==> src/core/fcpwm_regs.vh <==
// Register map, field positions and reset values of the PWM block
`ifndef FCPWM_REGS_VH
`define FCPWM_REGS_VH
// Register indices; byte address is four times the index
`define FCPWM_IDX_PERIOD_HIGH 8'hD1
`define FCPWM_IDX_DUTY0_HIGH 8'hD2
`define FCPWM_IDX_DUTY1_HIGH 8'hD3
`define FCPWM_IDX_DUTY2_HIGH 8'hD5
`define FCPWM_IDX_PERIOD_LOW 8'hD9
`define FCPWM_IDX_DUTY0_LOW 8'hDA
`define FCPWM_IDX_DUTY1_LOW 8'hDB
`define FCPWM_IDX_CONTROL0 8'hDC
`define FCPWM_IDX_DUTY2_LOW 8'hDD
`define FCPWM_IDX_DUTY3_LOW 8'hDE
`define FCPWM_IDX_DUTY3_HIGH 8'hD6
// Control register 0 fields
`define FCPWM_CTL_RUN 7
`define FCPWM_CTL_LOAD 6
`define FCPWM_CTL_CF 5
`define FCPWM_CTL_CLEAR 4
// Reset values and the all-ones duty value
`define FCPWM_RST_BYTE 8'h00
`define FCPWM_RST_WORD 10'h000
`define FCPWM_DUTY_ALL_ONES 10'h3FF
`endif

==> src/core/fcpwm_top.v <==
// Four-channel 10-bit PWM generator with an APB register slave
// Behaviour
// RQ1: Four output channels, 10-bit duty each, share one period counter.
// RQ2: After reset every internal channel output is high.
// RQ3: Software sets the port latch bit before a pin shows the output.
// RQ4: A 10-bit down counter is clocked by the prescaled system clock.
// RQ5: On underflow the counter reloads the buffered period and continues.
// RQ6: Rate is counter clock over one plus period; duty is duty over that.
// RQ7: Period low eight bits in low register, bits 9:8 in high bits 1:0.
// RQ8: Duty low eight bits in low register, bits 9:8 in high bits 1:0.
// RQ9: The counter-clear bit 4 of control 0 forces the counter known.
// RQ10: Run bit 7 of control 0 starts the down counter.
// RQ11: Output high while counter not below duty, then low until underflow.
// RQ12: Period and duty are double buffered; load bit plus period end applies.
// RQ13: Software clears counter, writes period and duties, then sets run.
// RQ14: Writing one to the counter-clear bit sets the counter to zero.
// RQ15: After the underflow transfer hardware clears the load bit next cycle; the code clears it at the same edge as the transfer.
// RQ16: Duty zero holds output high; duty all ones holds it low.
// RQ17: Each channel has an invert bit that complements its output.
// RQ18: The prescaler ratio is a static configuration input.
//
// Decided for this implementation: the APB interface to the registers.
`timescale 1ns/1ps
`include "fcpwm_regs.vh"
module fcpwm_top (
	input wire pclk,
	input wire presetn,
	input wire psel,
	input wire penable,
	input wire pwrite,
	input wire [31:0] paddr,
	input wire [31:0] pwdata,
	output reg [31:0] prdata,
	output reg pready,
	output reg pslverr,
	input wire [7:0] prescale_ratio,
	output reg [3:0] channel_out
);

	// Holding (software) registers
	reg [9:0] period_hold_reg;
	reg [39:0] duty_hold_reg;
	reg [7:0] control_reg;
	// Working registers
	reg [9:0] period_work_reg;
	reg [39:0] duty_work_reg;
	reg [9:0] count_reg;
	reg [7:0] prescale_reg;
	reg [3:0] raw_reg;
	reg tick_reg;
	wire [7:0] index;
	wire setup;
	wire wr_strobe;
	wire mapped;
	wire underflow;

	// Map a register index to a valid flag
	function is_mapped;
		input [7:0] idx;
		begin
			case (idx)
				`FCPWM_IDX_PERIOD_HIGH, `FCPWM_IDX_DUTY0_HIGH, `FCPWM_IDX_DUTY1_HIGH,
				`FCPWM_IDX_DUTY2_HIGH, `FCPWM_IDX_DUTY3_HIGH, `FCPWM_IDX_PERIOD_LOW,
				`FCPWM_IDX_DUTY0_LOW, `FCPWM_IDX_DUTY1_LOW, `FCPWM_IDX_DUTY2_LOW,
				`FCPWM_IDX_DUTY3_LOW, `FCPWM_IDX_CONTROL0: is_mapped = 1'b1;
				default: is_mapped = 1'b0;
			endcase
		end
	endfunction

	// Word-aligned decode; upper address bits must be zero
	assign index = paddr[9:2];
	assign setup = psel && !penable;
	assign mapped = is_mapped(index) && (paddr[31:10] == 22'h000000) && (paddr[1:0] == 2'h0);
	// Writes land only at the edge where the master sees pready high
	assign wr_strobe = psel && penable && pready && pwrite && mapped;
	// Underflow: tick while counting and already at zero
	assign underflow = control_reg[`FCPWM_CTL_RUN] && tick_reg && (count_reg == `FCPWM_RST_WORD); // RQ5

	// APB answer: one wait-free access phase after setup
	always @(posedge pclk or negedge presetn) begin
		if (!presetn) begin
			pready <= 1'b0;
			pslverr <= 1'b0;
			prdata <= 32'h00000000;
		end else begin
			pready <= setup;
			pslverr <= setup && !mapped;
			prdata <= 32'h00000000;
			if (setup && !pwrite && mapped) begin
				case (index)
					`FCPWM_IDX_PERIOD_HIGH: prdata <= {30'h00000000, period_hold_reg[9:8]};
					`FCPWM_IDX_PERIOD_LOW: prdata <= {24'h000000, period_hold_reg[7:0]};
					`FCPWM_IDX_DUTY0_HIGH: prdata <= {30'h00000000, duty_hold_reg[9:8]};
					`FCPWM_IDX_DUTY0_LOW: prdata <= {24'h000000, duty_hold_reg[7:0]};
					`FCPWM_IDX_DUTY1_HIGH: prdata <= {30'h00000000, duty_hold_reg[19:18]};
					`FCPWM_IDX_DUTY1_LOW: prdata <= {24'h000000, duty_hold_reg[17:10]};
					`FCPWM_IDX_DUTY2_HIGH: prdata <= {30'h00000000, duty_hold_reg[29:28]};
					`FCPWM_IDX_DUTY2_LOW: prdata <= {24'h000000, duty_hold_reg[27:20]};
					`FCPWM_IDX_DUTY3_HIGH: prdata <= {30'h00000000, duty_hold_reg[39:38]};
					`FCPWM_IDX_DUTY3_LOW: prdata <= {24'h000000, duty_hold_reg[37:30]};
					default: prdata <= {24'h000000, control_reg};
				endcase
			end
		end
	end

	// Holding registers written in the access phase, at the answer edge
	always @(posedge pclk or negedge presetn) begin
		if (!presetn) begin
			period_hold_reg <= `FCPWM_RST_WORD;
			duty_hold_reg <= 40'h0000000000;
		end else if (wr_strobe) begin
			case (index)
				`FCPWM_IDX_PERIOD_HIGH: period_hold_reg[9:8] <= pwdata[1:0]; // RQ7
				`FCPWM_IDX_PERIOD_LOW: period_hold_reg[7:0] <= pwdata[7:0]; // RQ7
				`FCPWM_IDX_DUTY0_HIGH: duty_hold_reg[9:8] <= pwdata[1:0]; // RQ8
				`FCPWM_IDX_DUTY0_LOW: duty_hold_reg[7:0] <= pwdata[7:0]; // RQ8
				`FCPWM_IDX_DUTY1_HIGH: duty_hold_reg[19:18] <= pwdata[1:0];
				`FCPWM_IDX_DUTY1_LOW: duty_hold_reg[17:10] <= pwdata[7:0];
				`FCPWM_IDX_DUTY2_HIGH: duty_hold_reg[29:28] <= pwdata[1:0];
				`FCPWM_IDX_DUTY2_LOW: duty_hold_reg[27:20] <= pwdata[7:0];
				`FCPWM_IDX_DUTY3_HIGH: duty_hold_reg[39:38] <= pwdata[1:0];
				`FCPWM_IDX_DUTY3_LOW: duty_hold_reg[37:30] <= pwdata[7:0];
				default: period_hold_reg <= period_hold_reg;
			endcase
		end
	end

	// Control register; hardware set of the flag wins over software writes
	always @(posedge pclk or negedge presetn) begin
		if (!presetn) begin
			control_reg <= `FCPWM_RST_BYTE;
		end else begin
			if (wr_strobe && index == `FCPWM_IDX_CONTROL0) begin
				control_reg <= pwdata[7:0];
			end else if (control_reg[`FCPWM_CTL_CLEAR]) begin
				// Clear bit acts once and then drops so it cannot hold the counter
				control_reg[`FCPWM_CTL_CLEAR] <= 1'b0;
			end
			if (underflow) begin
				control_reg[`FCPWM_CTL_CF] <= 1'b1;
				if (control_reg[`FCPWM_CTL_LOAD]) begin
					control_reg[`FCPWM_CTL_LOAD] <= 1'b0; // RQ15
				end
			end
		end
	end

	// Prescaler: one tick every prescale_ratio+1 system clocks
	always @(posedge pclk or negedge presetn) begin
		if (!presetn) begin
			prescale_reg <= `FCPWM_RST_BYTE;
			tick_reg <= 1'b0;
		end else if (!control_reg[`FCPWM_CTL_RUN]) begin
			prescale_reg <= `FCPWM_RST_BYTE;
			tick_reg <= 1'b0;
		end else if (prescale_reg >= prescale_ratio) begin // RQ18
			prescale_reg <= `FCPWM_RST_BYTE;
			tick_reg <= 1'b1; // RQ4
		end else begin
			prescale_reg <= prescale_reg + 8'h01;
			tick_reg <= 1'b0;
		end
	end

	// Shared down counter with reload and double-buffer transfer
	always @(posedge pclk or negedge presetn) begin
		if (!presetn) begin
			count_reg <= `FCPWM_RST_WORD;
			period_work_reg <= `FCPWM_RST_WORD;
			duty_work_reg <= 40'h0000000000;
		end else if (control_reg[`FCPWM_CTL_CLEAR]) begin
			count_reg <= `FCPWM_RST_WORD; // RQ9 RQ14
		end else if (underflow) begin
			if (control_reg[`FCPWM_CTL_LOAD]) begin
				// New values only at period end, so edges stay glitch free
				period_work_reg <= period_hold_reg; // RQ12
				duty_work_reg <= duty_hold_reg; // RQ12
				count_reg <= period_hold_reg;
			end else begin
				count_reg <= period_work_reg; // RQ5
			end
		end else if (control_reg[`FCPWM_CTL_RUN] && tick_reg) begin
			count_reg <= count_reg - 10'h001; // RQ10
		end
	end

	// Per-channel compare; holds its state while stopped
	genvar ch;
	generate
		for (ch = 0; ch < 4; ch = ch + 1) begin : g_chan
			wire [9:0] duty = duty_work_reg[ch*10+9:ch*10];
			always @(posedge pclk or negedge presetn) begin
				if (!presetn) begin
					raw_reg[ch] <= 1'b1; // RQ2
					channel_out[ch] <= 1'b1; // RQ2
				end else begin
					if (control_reg[`FCPWM_CTL_RUN]) begin
						if (duty == `FCPWM_RST_WORD) begin
							raw_reg[ch] <= 1'b1; // RQ16
						end else if (duty == `FCPWM_DUTY_ALL_ONES) begin
							raw_reg[ch] <= 1'b0; // RQ16
						end else begin
							raw_reg[ch] <= (count_reg >= duty); // RQ11 RQ6 RQ1
						end
					end
					channel_out[ch] <= raw_reg[ch] ^ control_reg[ch]; // RQ17
				end
			end
		end
	endgenerate

endmodule // fcpwm_top

==> config.mk <==
export PLATFORM = sky130hd
export DESIGN_NAME = fcpwm_top
export DESIGN_NICKNAME = d
export VERILOG_FILES = /design/src/core/fcpwm_top.v
export VERILOG_INCLUDE_DIRS = /design/src /design/src/core
export SDC_FILE = /design/constraint.sdc
export NUM_CORES = 1
export LEC_CHECK = 0
export BUFFER_PORTS_ARGS = -buffer_cell sky130_fd_sc_hd__buf_4
export CAP_MARGIN = 5
export CORE_MARGIN = 2
export CORE_UTILIZATION = 38
export DETAILED_ROUTE_END_ITERATION = 12
export GPL_TIMING_DRIVEN = 0
export SYNTH_ARGS = -nofsm -noshare
export SYNTH_HDL_FRONTEND = slang
export SYNTH_SLANG_ARGS = --single-unit
==> constraint.sdc <==
create_clock -name pclk -period 2.6 [get_ports pclk]
set_input_delay 0.13 -clock pclk [delete_from_list [all_inputs] [get_ports pclk]]
set_output_delay 0.13 -clock pclk [all_outputs]
set_load 0.005 [all_outputs]
Yosys cells after proc, flatten, opt, wreduce, memory -nomap -nowiden
Index checks and enable logic that the tools add are counted.
Cells by class
  add/subtract/negate cells: 2
  $lt $le $gt $ge: 5
  equality and inequality tests: 15
  mux-type cells: 23
  bitwise operators: 5
  reductions and logical operators: 38
Operator list (number)
  $eq A8 B8 Y1 const B: 11
  $pmux W8 S10: 1
  $logic_not A10 Y1: 5
  $eq A10 B10 Y1 const B: 4
  $ge A10 B10 Y1: 4
  $mux W10: 4
  $mux W8: 3
  $logic_not A22 Y1: 1
  $reduce_and A2 Y1: 11
  $logic_and A1 B1 Y1: 13
  $mux W1: 13
  $reduce_or A11 Y1: 1
  $sub A10 B1 Y10 const B: 1
  $add A8 B1 Y8 const B: 1
  $ge A8 B8 Y1: 1
  $mux W2: 2
  $xor A1 B1 Y1: 4
  $logic_not A1 Y1: 3
  $reduce_and A3 Y1: 1
  $reduce_bool A3 Y1: 1
  $logic_not A2 Y1: 1
  $reduce_bool A2 Y1: 1
  $not A1 Y1: 1
Word-level totals
  flip-flop bits (word level): 169

Logic depth before layout (Yosys ltp)
Gate-level depths: netlist (run 1).
  word-level depth: 10
  depth in mapped cells: 10
  depth with buffers taken out: 7

Worst setup path after synthesis (run 1)
Ideal clock, no wire load.
  kind: register to register
  start: reg count_reg[0]
  end: reg duty_work_reg[0]
  setup time: 0.125 ns
  arrival time: 1.973 ns
  slack: 0.503 ns
  cell stages (with the launch flop): 9
  path buffers: 2
  clock period less this slack: 2.097 ns
  cells stage by stage: dfrtp_1 -> inv_1 -> ha_1 -> nand3_1 -> and4b_1 -> clkbuf_1 -> and3_1 -> buf_2 -> mux2_2
Between the ends
  cells in the longest elaborated chain, start to end: 3
RTL lines
  from (decl): RTL line fcpwm_top.v:47  | reg [9:0] count_reg;
  from (signal assigned): RTL line fcpwm_top.v:170  | count_reg <= `FCPWM_RST_WORD;
  from (signal assigned): RTL line fcpwm_top.v:174  | count_reg <= `FCPWM_RST_WORD;
  from (signal assigned): RTL line fcpwm_top.v:180  | count_reg <= period_hold_reg;
  $logic_not A10 Y1 (no source line)
  $logic_and A1 B1 Y1: RTL line fcpwm_top.v:78  | assign underflow = control_reg[`FCPWM_CTL_RUN] && tick_reg && (count_reg == `FCPWM_RST_WORD);
  $reduce_and A3 Y1 (no source line)
  to (signal assigned): RTL line fcpwm_top.v:179  | duty_work_reg <= duty_hold_reg;
  to (decl): RTL line fcpwm_top.v:46  | reg [39:0] duty_work_reg;
No other way between the ends.
A chain may end at the register's enable or synchronous reset.

Worst setup path after layout (run 1)
  start: reg count_reg[0]
  end: reg duty_work_reg[25]
The elaborated chain is that of the path after synthesis.

==> results.tsv, run 1 <==
stage	metric	value	unit
outcome	outcome	finished clean	
timing	final_max_slew_viol_count	0	
timing	period_share	0.916	
detailed_routing	drcViolationCount	0	
layout	syn_to_final_growth	20.9	%
timing	rsz0062_at_grt	false	
timing	finalWorstSetupSlack	0.218	ns
global_routing	grt_pass1_wl	33300	um
worst_setup_path	crit_fanout	10	
global_routing	grt_pass1_vias	5867	
cts	cts_setup_buffers	0	
floorplan	dieArea	21800	um2
detailed_routing	drt_iter0_markers	468	
worst_setup_path	cpMaxStageDelayCell	and4b_1	
floorplan	coreArea	20200	um2
layout	nNetsFinal	989	
layout	layout_commonest_cell	dfrtp_1	
synth	synth-seq-area-share	0.465	
worst_setup_path	r2r_setup_slack	0.22	ns
cts	cts_max_level	4	
synth	synth_compound_area_frac	0.102	
worst_setup_path	timing.rr.start	count_reg[0]$_DFFE_PN0P_	
synth	synthArstFlopShare	1.00	
global_routing	grtUsageTotal	0.201	
synth	ys_warn_count	0	
worst_setup_path	r2r-end	duty_work_reg[25]$_DFFE_PN0P_	
global_routing	grt-ovfl-total	0	
synth	synth_enable_flop_cells	0	
layout	n_antenna_cell	0	
worst_setup_path	worstPathRequired	2.95	ns
cts	clk_path_buf_depth	2	
synth	synthAdderAreaFrac	0.0800	
place	dp_hpwl	15500	um
global_routing	antenna_found_initial	0	
min_path	hold_start	penable	
synth	synthDistinctLibCells	53	
synth	yosys_most_used_dff	dfrtp_1	
layout	finish.utilization	0.467	
floorplan	fp.dieW	147	um
timing	hold_viol	0	
synth	avgSynthCellArea	10.5	um2
worst_setup_path	cp-end-kind	flip-flop	
min_path	hp-class	input port to flip-flop	
global_routing	grt_max_degree	90	
cts	clk_pin_slew	0.07	ns
worst_setup_path	start_kind	flip-flop	
detailed_routing	firstDrtPassIters	5	
place	io_buffers	65	
cts	cts_root_buf	clkbuf_16	
min_path	holdPathEnd	pslverr$_DFF_PN0_	
worst_setup_path	reg2regPathDepth	9	
layout	finalNonFillerCells	1145	
timing	max_freq	0.420	GHz
min_path	worstHoldPathCells	3	
synth	synthCells	747	
timing	setup_violations	0	
cts	clock_sinks	145	
worst_setup_path	path_buf_inv	3	
power_and_ir_drop	vdd_drop_max	0.000544	V
floorplan	ios	115	
worst_setup_path	cp_top_family	simple AND/OR/NAND/NOR gates	
place	dp_slack	-0.101	ns
detailed_routing	drt-total-wl	21000	um
place	dp_cells	1106	
layout	final_cell_mix	136 x dfrtp_1, 88 x buf_4, 79 x mux2_2	
detailed_routing	avgRoutedWirePerCell	18.3	um
floorplan	die_y	147	um
worst_setup_path	max_stage_delay	0.43	ns
run	drv_cap	0	
power_and_ir_drop	p_leak	4.41	nW
timing	post-route-min-period	2.38	ns
timing	relSlewSlack	0.447	
place	gp_congestion	0.866	
synth	synthXorXnorAreaFrac	0.0112	
cts	cts_tree	built	
worst_setup_path	critical_path_class	flip-flop to flip-flop	
cts	clkLatencyLatePin	0.43	ns
worst_setup_path	crit_arrival	2.73	ns
synth	ys_ff_latch	145	
layout	layout-drive-gt1-share	0.267	
synth	synth_top_family_by_area	simple AND/OR/NAND/NOR gates	
synth	synthMuxAreaShare	0.131	
detailed_routing	viasPerCell	5.31	
synth	yosys.area_share.simple	0.145	
cts	cts_buffers	17	
detailed_routing	ant_nets	0	
worst_setup_path	path_cells	inv_2 > ha_1 > nand3_1 > and4b_1 > and3_1 > clkbuf_4 > buf_2 > nand2_1 > o21ai_0	
floorplan	core.rowCount	52	
power_and_ir_drop	power.density	527	nW/um2
floorplan	initial_core_util	0.387	
detailed_routing	vias	6083	
worst_setup_path	crit_cells	9	
timing	finalClockSkew	0.0150	ns
synth	synth_area	7820	um2
timing	tightest_slew	0.825	ns
## routing by layer
layer | GRT usage | routed length, um | share of wire
met3 | 0.0389 | 944 | 0.045
met5 | 0 | 0 | 0
met1 | 0.282 | 9860 | 0.47
met4 | 0.0639 | 444 | 0.021
met2 | 0.317 | 9730 | 0.46
## what timing repair did
item,4_1_cts,5_1_grt
endpoints found under the hold margin,56,0
hold buffers,7,0
gates resized for setup,2,4
endpoints found under the setup margin,26,52
## logic make-up after synthesis
| group | after synthesis |
|---|---|
| other | 1 |
| AND/OR/NAND/NOR | 212 |
| AO/OA/AOI/OAI | 132 |
| multiplexers | 90 |
| flip-flops | 145 |
| XOR/XNOR | 10 |
| adder cells (fa/ha/maj) | 50 |
| buffers and inverters | 107 |
## worst reg2reg max path: stages, from the launching register on
cell      delay, ns
dfrtp_1        0.41
inv_2          0.17
ha_1           0.17
nand3_1        0.17
and4b_1        0.43
and3_1         0.25
clkbuf_4       0.25
buf_2          0.23
nand2_1        0.14
o21ai_0        0.10
## cells in the mapped netlist (all sizes together), types with 6 or more instances
| cell type | count | share of area |
|---|---|---|
| a211oi | 10 | 0.0096 |
| a21oi | 31 | 0.020 |
| a22oi | 13 | 0.012 |
| a31oi | 8 | 0.0064 |
| buf | 35 | 0.031 |
| clkbuf | 19 | 0.0091 |
| dfrtp | 137 | 0.44 |
| dfstp | 8 | 0.027 |
| ha | 50 | 0.080 |
| inv | 53 | 0.025 |
| mux2 | 79 | 0.11 |
| mux2i | 9 | 0.012 |
| nand2 | 60 | 0.029 |
| nand2b | 10 | 0.0080 |
| nand3 | 20 | 0.013 |
| nand4 | 24 | 0.019 |
| nor2 | 30 | 0.015 |
| nor2b | 11 | 0.0088 |
| nor3 | 16 | 0.013 |
| nor3b | 6 | 0.0058 |
| nor4 | 13 | 0.013 |
| o21ai | 50 | 0.032 |
## per-stage QoR
step / setup TNS (ns) / total power [W] / hold WS, ns / cell area (um2)
after global placement: -0.835 / 0.00251 / 0.377 / 8740
after global routing: 0 / 0.00515 / 0.0159 / 9460
final: 0 / 0.00498 / 0.00693 / 9460
after CTS: 0 / 0.00502 / 0.000275 / 9440
after floorplan: 0 / 0.00238 / -0.166 / 7910
after detailed placement: -0.890 / 0.00252 / 0.145 / 8770
## cell type report
cell class	count	area [um2]
tap	270	338
fill	1889	10800
multi-input combinational	518	3770
timing repair buffer	74	597
buffer	53	313
clock buffer	19	453
sequential	145	3640
clock inverter	13	149
inverter	53	199
## power by group
part / total [W] / internal (W) / switching (W) / leakage (nW)
clock network: 0.00249 / 0.00148 / 0.00101 / 0.287
registers: 0.00226 / 0.00226 / 0.000000872 / 1.99
logic: 0.000226 / 0.000103 / 0.000123 / 2.13
## how the worst max path moves through the flow
| stage | start | end | slack [ns] |
|---|---|---|---|
| finish | count_reg[0]$_DFFE_PN0P_ | duty_work_reg[25]$_DFFE_PN0P_ | 0.22 |
| global route | count_reg[0]$_DFFE_PN0P_ | duty_work_reg[26]$_DFFE_PN0P_ | 0.07 |
| CTS | count_reg[5]$_DFFE_PN0P_ | duty_work_reg[1]$_DFFE_PN0P_ | 0.02 |
| detailed placement | count_reg[0]$_DFFE_PN0P_ | duty_work_reg[12]$_DFFE_PN0P_ | -0.10 |
| floorplan | count_reg[0]$_DFFE_PN0P_ | duty_work_reg[0]$_DFFE_PN0P_ | 0.50 |
| global placement | count_reg[0]$_DFFE_PN0P_ | duty_work_reg[15]$_DFFE_PN0P_ | -0.08 |
Note: power is estimated with default switching activity, not from simulation.
==> run 2: changes to the inputs <==
--- a/config.mk
+++ b/config.mk
@@ -8,10 +8,12 @@
 export LEC_CHECK = 0
 export BUFFER_PORTS_ARGS = -buffer_cell sky130_fd_sc_hd__buf_4
 export CAP_MARGIN = 5
+export CORE_ASPECT_RATIO = 1.75
 export CORE_MARGIN = 2
 export CORE_UTILIZATION = 38
 export DETAILED_ROUTE_END_ITERATION = 12
 export GPL_TIMING_DRIVEN = 0
+export RECOVER_POWER = 25
 export SYNTH_ARGS = -nofsm -noshare
 export SYNTH_HDL_FRONTEND = slang
 export SYNTH_SLANG_ARGS = --single-unit
==> run 2 against run 1 <==
- wire length grew 2.2%
- critical endpoint is now duty_work_reg[0]$_DFFE_PN0P_
- via count shrank 1.7%
- first-iteration DRC count shrank 6.4%
- utilization shrank 0.27 points
- non-clock buffer count shrank 2
- count of clock-buffer cells in the layout shrank 1
- global-route usage grew 0.18 points
- maximum frequency grew 1.3%
- clock skew shrank 0.0050 ns
- final cell count shrank 2.1%
- register-to-register slack gained 0.03 ns
==> results.tsv, run 2 (synthesis gave the netlist of run 1 again) <==
stage	metric	value	unit
worst_setup_path	max_stage_delay	0.42	ns
layout	layout-drive-gt1-share	0.262	
floorplan	coreArea	20300	um2
floorplan	dieArea	21800	um2
global_routing	met1_usage	0.224	
timing	setup_violations	0	
global_routing	grt_max_degree	99	
worst_setup_path	start_kind	flip-flop	
layout	final_area	9430	um2
worst_setup_path	reg2regPathDepth	7	
detailed_routing	firstDrtPassIters	8	
place	dp_hpwl	16500	um
timing	rsz0062_at_grt	false	
floorplan	die_y	194	um
worst_setup_path	crit_arrival	2.65	ns
timing	period_share	0.904	
cts	clkLatencyLatePin	0.43	ns
detailed_routing	ant_nets	0	
min_path	hold_start	pwdata[2]	
timing	hold_viol	0	
timing	post-route-min-period	2.35	ns
floorplan	ios	115	
layout	regArea	3640	um2
min_path	worstHoldPathCells	2	
power_and_ir_drop	p_leak	4.41	nW
global_routing	grt_busiest_layer	met2	
run	drv_cap	0	
detailed_routing	drcViolationCount	0	
timing	final_max_slew_viol_count	0	
place	gp_congestion	0.843	
place	dp_cells	1085	
power_and_ir_drop	vdd_drop_max	0.000354	V
global_routing	grtUsageTotal	0.203	
worst_setup_path	critical_path_class	flip-flop to flip-flop	
global_routing	met3_usage	0.0313	
detailed_routing	drt_iter0_markers	438	
global_routing	antenna_found_initial	0	
floorplan	initial_core_util	0.386	
detailed_routing	vias	5978	
worst_setup_path	path_cells	inv_2 > ha_1 > nand3_1 > and4b_1 > and3_1 > buf_2 > mux2_2	
detailed_routing	avgRoutedWirePerCell	19.1	um
worst_setup_path	cpMaxStageDelayCell	dfrtp_1	
detailed_routing	drt-total-wl	21400	um
worst_setup_path	crit_fanout	10	
power_and_ir_drop	power.density	549	nW/um2
timing	max_freq	0.426	GHz
layout	n_antenna_cell	0	
timing	finalClockSkew	0.0100	ns
timing	tightest_slew	1.19	ns
cts	cts_buffers	17	
cts	clk_pin_slew	0.07	ns
layout	syn_to_final_growth	20.5	%
cts	clk_path_buf_depth	2	
cts	cts_max_level	4	
worst_setup_path	r2r_setup_slack	0.25	ns
worst_setup_path	timing.rr.start	count_reg[0]$_DFFE_PN0P_	
global_routing	grt-ovfl-total	0	
detailed_routing	viasPerCell	5.33	
layout	layout_commonest_cell	dfrtp_1	
worst_setup_path	worstPathRequired	2.90	ns
global_routing	grt_pass1_vias	6145	
global_routing	use_met2	0.365	
floorplan	fp.dieW	112	um
timing	hold_slack	0.0199	ns
layout	final_cell_mix	136 x dfrtp_1, 81 x buf_4, 79 x mux2_2	
min_path	hp-class	input port to flip-flop	
worst_setup_path	cp-startpoint	count_reg[0]$_DFFE_PN0P_	
layout	finalNonFillerCells	1121	
outcome	outcome	finished clean	
cts	cts_root_buf	clkbuf_16	
min_path	holdPathEnd	duty_hold_reg[12]$_DFFE_PN0P_	
timing	relSlewSlack	0.206	
worst_setup_path	r2r-end	duty_work_reg[0]$_DFFE_PN0P_	
layout	nNetsFinal	987	
floorplan	core.rowCount	69	
worst_setup_path	path_buf_inv	2	
layout	fill_cells	1911	
place	place_area	8750	um2
global_routing	grt_pass1_wl	33800	um
worst_setup_path	cp_top_family	simple AND/OR/NAND/NOR gates	
layout	multi_input_area	3770	um2
cts	cts_tree	built	
cts	clock_sinks	145	
place	io_buffers	65	
worst_setup_path	cp-end-kind	flip-flop	
## run 2: final cells by class
cell class | count | share of cell area
buffer | 53 | 0.0336
clock buffer | 18 | 0.0466
clock inverter | 14 | 0.0224
inverter | 53 | 0.0211
multi-input combinational | 518 | 0.400
sequential | 145 | 0.386
tap | 248 | 0.0329
timing repair buffer | 72 | 0.0576
## run 2: repair_timing
item,in CTS,in global routing
setup buffers,0,0
gates resized for setup,4,4
endpoints found under the setup margin,14,52
hold buffers,5,0
endpoints found under the hold margin,51,0
## run 2: how the worst max path moves through the flow
| stage | to | cells after the start |
|---|---|---|
| global route | duty_work_reg[26]$_DFFE_PN0P_ | 9 |
| finish | duty_work_reg[0]$_DFFE_PN0P_ | 7 |
| detailed placement | duty_work_reg[16]$_DFFE_PN0P_ | 9 |
| floorplan | duty_work_reg[0]$_DFFE_PN0P_ | 8 |
| global placement | duty_work_reg[7]$_DFFE_PN0P_ | 9 |
| CTS | duty_work_reg[16]$_DFFE_PN0P_ | 9 |
## run 2: power by group
part	total (W)	leakage [nW]	internal (W)	switching [W]
sequential	0.00226	1.99	0.00226	0.000000888
combinational	0.000220	2.10	0.0000973	0.000123
clock	0.00269	0.316	0.00173	0.000966
## run 2: per-layer routing
metal,wire length (um),up-vias
li1,-,2851
met1,8120,2887
met2,11600,190
met3,705,50
met4,1060,0
met5,0,-
## run 2: stage by stage
stage                     total power (W)  utilization  setup slack (ns)  setup TNS, ns
final                             0.00517        0.465             0.250              0
after global routing              0.00534        0.465            0.0974              0
after CTS                         0.00522        0.466            0.0299              0
after detailed placement          0.00252        0.431           -0.0936         -0.512
after global placement            0.00251        0.429           -0.0457         -0.360
after floorplan                   0.00238            -             0.503              0
